==> src/rtl/udcc_pkg.sv <==
package udcc_pkg;
   // register byte addresses
   localparam logic [15:0] UDCC_CFG_ADDR = 16'hb000;
   localparam logic [15:0] UDCC_CTL_ADDR = 16'hb004;
   localparam logic [15:0] UDCC_STS_ADDR = 16'hb008;
   // configuration register fields
   localparam int CFG_DDR = 19;
   localparam int CFG_SET_DESC = 18;
   localparam int CFG_PRG = 17;
   localparam int CFG_HALT = 16;
   localparam int CFG_HS_LO = 13;
   localparam int CFG_FS_LO = 10;
   localparam int CFG_PHYERR = 9;
   localparam int CFG_STAT1 = 8;
   localparam int CFG_STAT0 = 7;
   localparam int CFG_DIR = 6;
   localparam int CFG_PI = 5;
   localparam int CFG_SS = 4;
   localparam int CFG_SP = 3;
   localparam int CFG_REMOTE_WAKE_CAPABLE = 2;
   localparam int CFG_SPD_LO = 0;
   localparam logic [31:0] CFG_RESET = 32'h0000_0000;
   localparam logic [31:0] CFG_WMASK = 32'h000f_ffff;
   // control register fields
   localparam int CTL_RX_THRESHOLD_LENGTH_LO = 24;
   localparam int CTL_BURST_LENGTH_FIELD_LO = 16;
   localparam int CTL_DONE = 13;
   localparam int CTL_NAK = 12;
   localparam int CTL_SCALE = 11;
   localparam int CTL_SD = 10;
   localparam int CTL_MODE = 9;
   localparam int CTL_BURST_SPLIT_ENABLE = 8;
   localparam int CTL_THE = 7;
   localparam int CTL_BF = 6;
   localparam int CTL_BE = 5;
   localparam int CTL_DU = 4;
   localparam int CTL_TDE = 3;
   localparam int CTL_RDE = 2;
   localparam int CTL_RES = 0;
   localparam logic [31:0] CTL_RESET = 32'h0000_0000;
   localparam logic [31:0] CTL_WMASK = 32'hffff_1ffd;
   // status register fields (own layout)
   localparam int STS_PHYERR = 16;
   localparam int STS_SUSP = 12;
   localparam int STS_DISC = 11;
   localparam int STS_HOLD = 10;
   localparam int STS_RESUME = 9;
   // timing
   localparam int CLK_HZ = 50_000_000;
   localparam int PHY_ERR_US = 2000;
   localparam int PHY_ERR_CYC = PHY_ERR_US * (CLK_HZ / 1_000_000);
   localparam int SCALED_CYC = 64;
   localparam int RESUME_US = 10_000;
   localparam int RESUME_CYC = RESUME_US * (CLK_HZ / 1_000_000);
   localparam int HS_BASE_BITS = 736;
   localparam int FS_BASE_BITS = 16;

   typedef enum logic [1:0] {
      SPD_HS = 2'b00,
      SPD_FS = 2'b01,
      SPD_LS = 2'b10,
      SPD_FS48 = 2'b11
   } udcc_speed_t;

   typedef enum logic [1:0] {
      HS_ACK = 2'b00,
      HS_NAK = 2'b01,
      HS_STALL = 2'b10,
      HS_PASS = 2'b11
   } udcc_hshk_t;

   // request classes the protocol engine asks about
   typedef struct packed {
      logic set_desc;
      logic cfg_status_in;
      logic ep0_clear_halt;
      logic status_out_data;
      logic out_token;
   } udcc_req_t;

   typedef struct packed {
      logic dma_mode;
      logic tx_dma_run;
      logic rx_dma_run;
      logic rx_threshold_enable;
      logic [7:0] rx_threshold_length;
      logic burst_split_enable;
      logic [7:0] burst_length_field;
      logic buffer_fill_mode;
      logic big_endian_select;
      logic descriptor_writeback;
   } udcc_dma_t;

   typedef struct packed {
      logic ulpi_ddr;
      logic utmi_two_way_bus;
      logic utmi_narrow_width;
      udcc_speed_t expected_speed;
      logic [9:0] hs_timeout_bits;
      logic [4:0] fs_timeout_bits;
      logic sync_frame_support;
      logic self_powered;
      logic remote_wake_capable;
      logic sim_timer_shrink;
   } udcc_phy_t;
endpackage

==> src/rtl/udcc_ctrl.sv <==
module udcc_ctrl
   import udcc_pkg::*;
#(
   parameter int PHY_ERR_CYCLES = PHY_ERR_CYC,
   parameter int RESUME_CYCLES = RESUME_CYC
) (
   input wire logic mclk_in,
   input wire logic resetn_in,
   // classic wishbone slave
   input wire logic wb_cyc_in,
   input wire logic wb_stb_in,
   input wire logic wb_we_in,
   input wire logic [15:0] wb_adr_in,
   input wire logic [3:0] wb_sel_in,
   input wire logic [31:0] wb_dat_in,
   output logic [31:0] wb_dat_out,
   output logic wb_ack_out,
   // phy side, asynchronous
   input wire logic phy_clk_in,
   input wire logic phy_receive_valid_in,
   input wire logic phy_receive_active_in,
   // protocol engine queries, same clock
   input wire udcc_pkg::udcc_req_t req_in,
   input wire logic host_wake_enabled_in,
   input wire logic [8:0] rx_fifo_words_in,
   output udcc_pkg::udcc_hshk_t hshk_out,
   output logic setup_to_app_out,
   output logic rx_dma_start_out,
   output logic [8:0] rx_unit_words_out,
   output logic [8:0] burst_words_out,
   output udcc_pkg::udcc_dma_t dma_out,
   output udcc_pkg::udcc_phy_t phy_cfg_out,
   output logic disconnected_out,
   output logic suspend_out,
   output logic phy_error_out,
   output logic resume_signal_out,
   output logic phy_clk_seen_out
);
   import udcc_pkg::*;

   logic [31:0] cfg_q;
   logic [31:0] ctl_q;
   logic hold_q;
   logic phy_err_q;
   logic susp_q;
   logic [31:0] res_cnt_q;
   logic resume_q;
   logic [1:0] rx_sync;
   logic phy_clk_s;
   logic phy_clk_d1_q;
   logic stuck;
   logic req_hit;
   logic wr_cfg;
   logic wr_ctl;
   logic done_wr;
   logic res_wr;
   logic [31:0] bmask;
   logic [31:0] rdata_d;
   logic [31:0] sts;

   assign req_hit = wb_cyc_in && wb_stb_in && !wb_ack_out;
   assign bmask = {{8{wb_sel_in[3]}}, {8{wb_sel_in[2]}}, {8{wb_sel_in[1]}}, {8{wb_sel_in[0]}}};
   assign wr_cfg = req_hit && wb_we_in && (wb_adr_in == UDCC_CFG_ADDR);
   assign wr_ctl = req_hit && wb_we_in && (wb_adr_in == UDCC_CTL_ADDR);
   assign done_wr = wr_ctl && wb_sel_in[1] && wb_dat_in[CTL_DONE];
   assign res_wr = wr_ctl && wb_sel_in[0] && wb_dat_in[CTL_RES];

   // ack one cycle after the strobe, dropped the next cycle
   always_ff @(posedge mclk_in) begin
      if (!resetn_in) begin
         wb_ack_out <= 1'b0;
      end else begin
         wb_ack_out <= req_hit;
      end
   end

   always_ff @(posedge mclk_in) begin
      if (!resetn_in) begin
         cfg_q <= CFG_RESET;
      end else if (wr_cfg) begin
         cfg_q <= (cfg_q & ~(bmask & CFG_WMASK)) | (wb_dat_in & bmask & CFG_WMASK);
      end
   end

   // done bit is write-only: never stored, see hold_q
   always_ff @(posedge mclk_in) begin
      if (!resetn_in) begin
         ctl_q <= CTL_RESET;
      end else if (wr_ctl) begin
         ctl_q <= (ctl_q & ~(bmask & CTL_WMASK)) | (wb_dat_in & bmask & CTL_WMASK);
      end
   end

   // status IN hold; a new request in the same cycle as done wins
   always_ff @(posedge mclk_in) begin
      if (!resetn_in) begin
         hold_q <= 1'b0;
      end else if (req_in.cfg_status_in && cfg_q[CFG_PRG] && !hold_q) begin
         hold_q <= 1'b1;
      end else if (done_wr) begin
         hold_q <= 1'b0;
      end
   end

   always_comb begin
      rdata_d = 32'h0;
      if (wb_adr_in == UDCC_CFG_ADDR) begin
         rdata_d = cfg_q;
      end else if (wb_adr_in == UDCC_CTL_ADDR) begin
         rdata_d = ctl_q;
      end else if (wb_adr_in == UDCC_STS_ADDR) begin
         rdata_d = sts;
      end
   end

   always_ff @(posedge mclk_in) begin
      if (!resetn_in) begin
         wb_dat_out <= 32'h0;
      end else if (req_hit && !wb_we_in) begin
         wb_dat_out <= rdata_d;
      end
   end

   assign sts = {15'h0, phy_err_q, 3'h0, susp_q, disconnected_out, hold_q, resume_q, 9'h0};

   // phy inputs cross from the phy domain
   udcc_sync #(.WIDTH(2)) u_rx_sync (
      .mclk_in(mclk_in),
      .resetn_in(resetn_in),
      .async_in({phy_receive_valid_in, phy_receive_active_in}),
      .sync_out(rx_sync)
   );

   udcc_sync #(.WIDTH(1)) u_clk_sync (
      .mclk_in(mclk_in),
      .resetn_in(resetn_in),
      .async_in(phy_clk_in),
      .sync_out(phy_clk_s)
   );

   // phy clock edge seen: liveness indication only
   always_ff @(posedge mclk_in) begin
      if (!resetn_in) begin
         phy_clk_d1_q <= 1'b0;
         phy_clk_seen_out <= 1'b0;
      end else begin
         phy_clk_d1_q <= phy_clk_s;
         phy_clk_seen_out <= phy_clk_s && !phy_clk_d1_q;
      end
   end

   udcc_stuck_timer #(.LIMIT(PHY_ERR_CYCLES), .SHORT(SCALED_CYC)) u_stuck (
      .mclk_in(mclk_in),
      .resetn_in(resetn_in),
      .level_in(cfg_q[CFG_PHYERR] && (rx_sync[1] || rx_sync[0])),
      .shrink_in(ctl_q[CTL_SCALE]),
      .expired_out(stuck)
   );

   // error is sticky until the watch is turned off
   always_ff @(posedge mclk_in) begin
      if (!resetn_in) begin
         phy_err_q <= 1'b0;
      end else if (stuck) begin
         phy_err_q <= 1'b1;
      end else if (!cfg_q[CFG_PHYERR]) begin
         phy_err_q <= 1'b0;
      end
   end

   always_ff @(posedge mclk_in) begin
      if (!resetn_in) begin
         susp_q <= 1'b0;
      end else begin
         susp_q <= phy_err_q && !ctl_q[CTL_SD];
      end
   end

   assign suspend_out = susp_q;
   assign phy_error_out = phy_err_q;
   assign disconnected_out = ctl_q[CTL_SD];

   // single resume pulse: only with capability and host permission
   always_ff @(posedge mclk_in) begin
      if (!resetn_in) begin
         res_cnt_q <= '0;
         resume_q <= 1'b0;
      end else if (res_wr && cfg_q[CFG_REMOTE_WAKE_CAPABLE] && host_wake_enabled_in && !ctl_q[CTL_SD]) begin
         res_cnt_q <= ctl_q[CTL_SCALE] ? 32'(SCALED_CYC) : 32'(RESUME_CYCLES);
         resume_q <= 1'b1;
      end else if (res_cnt_q > 32'h1) begin
         res_cnt_q <= res_cnt_q - 32'h1;
      end else begin
         res_cnt_q <= '0;
         resume_q <= 1'b0;
      end
   end

   assign resume_signal_out = resume_q;

   // handshake policy, highest priority first
   always_comb begin
      hshk_out = HS_ACK;
      setup_to_app_out = 1'b0;
      if (ctl_q[CTL_SD]) begin
         hshk_out = HS_NAK;
      end else if (req_in.set_desc) begin
         if (cfg_q[CFG_SET_DESC]) begin
            hshk_out = HS_PASS;
            setup_to_app_out = 1'b1;
         end else begin
            hshk_out = HS_STALL;
         end
      end else if (req_in.cfg_status_in) begin
         hshk_out = (cfg_q[CFG_PRG] && (hold_q || !done_wr)) ? HS_NAK : HS_ACK;
      end else if (req_in.ep0_clear_halt) begin
         hshk_out = cfg_q[CFG_HALT] ? HS_STALL : HS_ACK;
      end else if (req_in.status_out_data) begin
         // either bit asks for stall
         hshk_out = (cfg_q[CFG_STAT1] || cfg_q[CFG_STAT0]) ? HS_STALL : HS_ACK;
      end else if (req_in.out_token && ctl_q[CTL_NAK]) begin
         hshk_out = HS_NAK;
      end
   end

   // dma and phy configuration to the datapath
   always_comb begin
      dma_out.dma_mode = ctl_q[CTL_MODE];
      dma_out.tx_dma_run = ctl_q[CTL_MODE] && ctl_q[CTL_TDE];
      dma_out.rx_dma_run = ctl_q[CTL_MODE] && ctl_q[CTL_RDE];
      dma_out.rx_threshold_enable = ctl_q[CTL_THE];
      dma_out.rx_threshold_length = ctl_q[CTL_RX_THRESHOLD_LENGTH_LO +: 8];
      dma_out.burst_split_enable = ctl_q[CTL_BURST_SPLIT_ENABLE];
      dma_out.burst_length_field = ctl_q[CTL_BURST_LENGTH_FIELD_LO +: 8];
      dma_out.buffer_fill_mode = ctl_q[CTL_BF];
      dma_out.big_endian_select = ctl_q[CTL_BE];
      dma_out.descriptor_writeback = ctl_q[CTL_DU];
   end

   assign rx_unit_words_out = {1'b0, ctl_q[CTL_RX_THRESHOLD_LENGTH_LO +: 8]} + 9'h1;
   assign rx_dma_start_out = dma_out.rx_dma_run && (rx_fifo_words_in >= rx_unit_words_out);
   // without split, a single-word burst
   assign burst_words_out = ctl_q[CTL_BURST_SPLIT_ENABLE] ? ({1'b0, ctl_q[CTL_BURST_LENGTH_FIELD_LO +: 8]} + 9'h1) : 9'h1;

   always_comb begin
      phy_cfg_out.ulpi_ddr = cfg_q[CFG_DDR];
      phy_cfg_out.utmi_two_way_bus = cfg_q[CFG_DIR];
      phy_cfg_out.utmi_narrow_width = cfg_q[CFG_PI];
      phy_cfg_out.expected_speed = udcc_speed_t'(cfg_q[CFG_SPD_LO +: 2]);
      // each trim step adds 16 bit times, 7 steps reach 848
      phy_cfg_out.hs_timeout_bits = 10'(HS_BASE_BITS) + {3'h0, cfg_q[CFG_HS_LO +: 3], 4'h0};
      // trim saturates at the 18 bit-time ceiling
      phy_cfg_out.fs_timeout_bits = (cfg_q[CFG_FS_LO +: 3] > 3'h2) ? 5'd18 :
                                    5'(FS_BASE_BITS) + {3'h0, cfg_q[CFG_FS_LO +: 2]};
      phy_cfg_out.sync_frame_support = cfg_q[CFG_SS];
      phy_cfg_out.self_powered = cfg_q[CFG_SP];
      phy_cfg_out.remote_wake_capable = cfg_q[CFG_REMOTE_WAKE_CAPABLE];
      phy_cfg_out.sim_timer_shrink = ctl_q[CTL_SCALE];
   end
endmodule

==> src/rtl/udcc_sync.sv <==
module udcc_sync #(
   parameter int WIDTH = 2
) (
   input wire logic mclk_in,
   input wire logic resetn_in,
   input wire logic [WIDTH-1:0] async_in,
   output logic [WIDTH-1:0] sync_out
);
   logic [WIDTH-1:0] meta_q;

   always_ff @(posedge mclk_in) begin
      if (!resetn_in) begin
         meta_q <= '0;
         sync_out <= '0;
      end else begin
         meta_q <= async_in;
         sync_out <= meta_q;
      end
   end
endmodule

==> src/rtl/udcc_stuck_timer.sv <==
// flags when a level stays high for LIMIT cycles (SHORT when shrink_in is set); counter resets on any drop
module udcc_stuck_timer #(
   parameter int LIMIT = 100_000,
   parameter int SHORT = 64
) (
   input wire logic mclk_in,
   input wire logic resetn_in,
   input wire logic level_in,
   input wire logic shrink_in,
   output logic expired_out
);
   logic [31:0] cnt_q;
   logic [31:0] lim;

   assign lim = shrink_in ? 32'(SHORT) : 32'(LIMIT);

   always_ff @(posedge mclk_in) begin
      if (!resetn_in || !level_in) begin
         cnt_q <= '0;
      end else if (cnt_q < lim) begin
         cnt_q <= cnt_q + 32'h1;
      end
   end

   assign expired_out = (cnt_q >= lim);
endmodule

==> config.mk <==
export PLATFORM = sky130hd
export DESIGN_NAME = udcc_ctrl
export DESIGN_NICKNAME = d
export VERILOG_FILES = /design/src/rtl/udcc_pkg.sv /design/src/rtl/udcc_ctrl.sv /design/src/rtl/udcc_sync.sv /design/src/rtl/udcc_stuck_timer.sv
export SDC_FILE = /design/constraint.sdc
export NUM_CORES = 1
export LEC_CHECK = 0
export ABC_AREA = 1
export BUFFER_PORTS_ARGS = -buffer_cell sky130_fd_sc_hd__buf_4
export CAP_MARGIN = 20
export CORE_ASPECT_RATIO = 1.25
export CORE_MARGIN = 2
export CORE_UTILIZATION = 59
export CTS_BUF_LIST = sky130_fd_sc_hd__clkbuf_16
export DETAILED_ROUTE_END_ITERATION = 10
export PLACE_DENSITY = 0.94
export SETUP_SLACK_MARGIN = 0.4
export SLEW_MARGIN = 5
export SYNTH_ARGS = -nofsm -noshare
export SYNTH_HDL_FRONTEND = slang
export SYNTH_SLANG_ARGS = --single-unit
==> constraint.sdc <==
create_clock -name mclk_in -period 7.2 [get_ports mclk_in]
set_input_delay 1.44 -clock mclk_in [delete_from_list [all_inputs] [get_ports mclk_in]]
set_output_delay 1.44 -clock mclk_in [all_outputs]
set_load 0.05 [all_outputs]
[Yosys cells after proc, flatten, opt, wreduce, memory -nomap -nowiden]
Cells that the tools add are included.
Widths: inputs -> output; s select.
Cells by class
  $add $sub $neg: 6
  order comparisons: 5
  equality and inequality tests: 5
  mux-type cells: 28
  bitwise gates (word level): 7
  reductions and logical operators: 36
Operator list (number)
  $mux 32: 4
  $and 32x32->32: 3
  $eq 16x16->1 const B: 3
  $mux 17: 2
  $add 32x1->32 const B: 1
  $ge 32x32->1: 1
  $gt 32x1->1 const B: 1
  $lt 32x32->1: 1
  $not 20->32: 1
  $not 32->32: 1
  $or 32x20->32: 1
  $or 32x32->32: 1
  $sub 32x1->32 const B: 1
  $logic_and 1x1->1: 23
  $mux 19: 1
  $add 8x1->9 const B: 2
  $mux 2: 7
  $mux 1: 12
  $add 10x7->10 const A: 1
  $ge 9x9->1: 1
  $mux 9: 1
  $logic_not 1->1: 8
  $add 5x2->5 const A: 1
  $mux 5: 1
  5 further kinds: 8
Word-level totals
  bits in registers: 173
  input bits: 75
  output and inout port bits: 108
  logic and storage cells: 103

[Longest topological paths before layout]
  word-level depth: 13
  gate-level depth with buffers: 13
  mapped depth without buffers: 13

[By module]
A second synthesis with hierarchy kept.
Second synthesis, totals
  cell total of the unflattened synthesis: 1159
  area, all modules: 8194.1 sq um
By module, submodules not included
  udcc_ctrl: instances 1, cells an instance 871, area each 6237.2 sq um
  udcc_stuck_timer: instances 1, cells an instance 270, area each 1791.7 sq um
  udcc_sync (u_rx_sync): instances 1, cells an instance 12, area each 110.1 sq um
  udcc_sync (u_clk_sync): instances 1, cells an instance 6, area each 55.1 sq um

[Worst setup path before layout]
OpenSTA, ideal clock, no wires.
  path kind: reg2out
  start: register with a tool-made name
  end: output port rx_dma_start_out
  arrival: 3.689 ns
  setup slack: 2.071 ns
  stages on the path, launching flop included: 14
  cell sequence: dfxtp_1 > ha_1 > nand3_1 > nor2_1 > inv_1 > nor4_1 > inv_1 > ha_1 > inv_1 > nor3_1 > nand3b_1 > o2111ai_1 > o21ai_0 > inv_1
RTL lines
  to (decl): RTL line udcc_ctrl.sv:28  | output logic rx_dma_start_out,

==> reports/qor.txt <==
post-synth top area cell: dfxtp_1
FF+latch count, synth: 157
DRC violation count after routing: 0
clk buf depth: 2
CP max stage cell: dfxtp_1
max-slew violations: 0
Hold Crit Depth: 1
Post-Synth XOR/XNOR Area: 3.80%
post-synthesis simple-gate area fraction: 26.0%
CTS H-tree depth: 4
clock skew: 0.0106 ns
syn_area_per_cell: 7.41 um2
f_max: 0.214 GHz
Synth top area share: 39.0%
post-synthesis mux area share: 0%
CTS buffer count: 17
Chip Width: 109 um
Core Box Area: 13300 um2
CTS root buf: clkbuf_16
crit start category: register
Pre-Repair DR Iteration Count: 5
cell family with the largest share of critical-path delay: simple AND/OR/NAND/NOR gates
drt wl/cell: 15.3 um
die height: 135 um
Area Growth Syn to Fin: 19.7%
final wirelength: 21.5 mm
first-pass GRT wire length: 33.2 mm
Crit path depth: 14
critical-path cell list: ha_1 > nand3_1 > nor2_1 > inv_1 > nor4_1 > inv_1 > ha_1 > inv_1 > nor3_1 > nand3b_1 > o2111ai_1 > o21ai_0 > inv_1 > buf_4
register area share after synthesis: 39.0%
Synth Warn #: 0
# Max-Cap Violations: 0
RSZ-0062 raised after global routing: false
Post-Syn Area: 8060 um2
Post-synth EDFFs: 0
top cells by count, synth: dfxtp_1, nand2_1, inv_1
minimum clock period: 4.67 ns
PwrDens: 282 nW/um2
Power, Total: 2720 uW
Worst-Skew Late Latency: 0.43 ns
Final ANT Viol Nets: 0
CP peak stage delay: 0.44 ns
initial detailed-routing violation count: 490
Synth cell types: 48
worst slew pin tran: 0.987 ns
Tot GR Track Use: 28.7%
die area: 14600 um2
HP Class: reg2reg
diodes inserted: 0
maximum vdd drop: 0.167 mV
average via count per standard cell: 5.48
Worst Reg-to-Reg Cells: 10
Setup Viol. Count Final: 0
# rows: 47
starting density of the core: 60.6%
CTS clk-pin slew, worst paths: 0.07 ns
largest net degree at the start of global routing: 78
Post-synth ARST share: 0%
# clock sinks: 157
via count: 7669
I/O pin count: 183
antenna violations before repair: 0
P_leak: 0.00424 uW
Post-CTS Resized: 0
fillers: 970
fraction of layout cells with a size suffix above 1: 21.0%
grt total ovfl: 0
crit path kind: reg2out
port buffer count: 174
most frequent cell after synthesis: dfxtp_1
crit path buf inv count: 5
compound-cell area share of the yosys netlist: 14.1%
Fin Setup TNS: 0 ns
Crit path required time: 5.76 ns
nets: 1314
Post-CTS Hold Fix Bufs: 0
Primary FF master, synth: dfxtp_1
count of final hold-check violations: 0
Top cell by count, worst path: inv_1
adder-cell share of the synthesized area: 3.57%
Slew headroom: 34.1%
TritonCTS clock tree: built
Mapped Cells: 1087
status: completed
Max FO, Critical Path: 5
routability cong.: 0.850
setup bufs post-CTS: 0
main combinational cell family by area after synthesis: simple AND/OR/NAND/NOR gates
CP endpoint kind: output port
Worst Path Arrival: 3.23 ns
top cells by area, synth: dfxtp_1, nand2_1, inv_1
placed wire-length estimate: 15.5 mm
number of global-route vias before repair: 7184
Period Utilization, post-route: 64.8%
-- metal layers --
layer  GRT usage [%]  wire, um  part of all wire [%]
met1            30.4      7950                    37
met2            51.5     10800                    50
met3            7.58      1830                   8.5
met4            15.3       920                   4.3
met5               0         0                     0
-- cell usage in the layout, fill, tap and decap left out, types with 4 or more instances in the layout --
cell,synthesis,final
buf_4,42,176
xnor2_1,11,11
conb_1,2,8
o21ai_2,7,7
nand4_1,13,13
nor3_1,29,29
nand2_4,4,4
nand3_1,67,67
ha_1,23,23
nor2_4,7,8
clkbuf_16,0,17
a21oi_1,95,95
inv_1,146,147
xor2_1,24,24
clkinv_4,0,4
nor2_2,6,6
dfxtp_1,157,157
inv_6,0,5
o21ai_0,69,69
nor2_1,135,134
or2_2,7,7
o211ai_1,20,20
nand2_2,4,4
nand2_1,152,152
-- area by class of cell --
type	instances	area, um2	area share (%)
multi-input combinational	714	3860	40.1
clock buffer	17	425	4.41
timing repair buffer	176	1320	13.7
sequential	157	3140	32.6
tap	171	214	2.22
inverter	150	564	5.85
clock inverter	15	114	1.18
-- cells by family (layout without fill, tap and decap cells) --
group                    after synthesis  after routing
AO/OA/AOI/OAI                        203            203
buffers and inverters                222            358
other                                  2              8
AND/OR/NAND/NOR                      445            445
flip-flops                           157            157
adder cells (fa/ha/maj)               23             23
XOR/XNOR                              35             35
-- stage by stage --
stage	instances	hold slack, ns	utilization (%)	setup WS (ns)	instance area (um2)
finish	1400	0.384	72.6	2.53	9650
global placement	1368	0.371	68.5	2.92	9110
CTS	1400	0.384	72.6	2.58	9650
floorplan	1093	0.368	-	2.07	8080
detailed placement	1368	0.372	68.5	2.92	9110
global route	1400	0.390	72.6	2.36	9650
-- worst register-to-register path, cell delays in order (launching register included) --
cell and delay, ns:
dfxtp_1 0.58, inv_1 0.23, ha_1 0.33, nand2_1 0.06, o21ai_0 0.16, nand3_1 0.11, nand3_1 0.14, nand2_4 0.17
nand2_4 0.23, nand2_1 0.10, a21oi_1 0.13
-- power breakdown --
group	switching, uW	total (uW)	internal (uW)	leakage (uW)
combinational	536	857	321	0.00270
sequential	78.3	1040	960	0.00127
clock	376	820	444	0.000260
total	990	2720	1730	0.00424
-- worst paths after layout --
check,startpoint,endpoint,slack (ns)
max reg2reg,register,u_stuck.cnt_q[5],4.88
max,register,rx_dma_start_out,2.53
min,phy_clk_d1_q,phy_clk_seen_out,0.38
min reg2reg,phy_clk_d1_q,phy_clk_seen_out,0.38
Note: power is estimated with default switching activity, not from simulation.
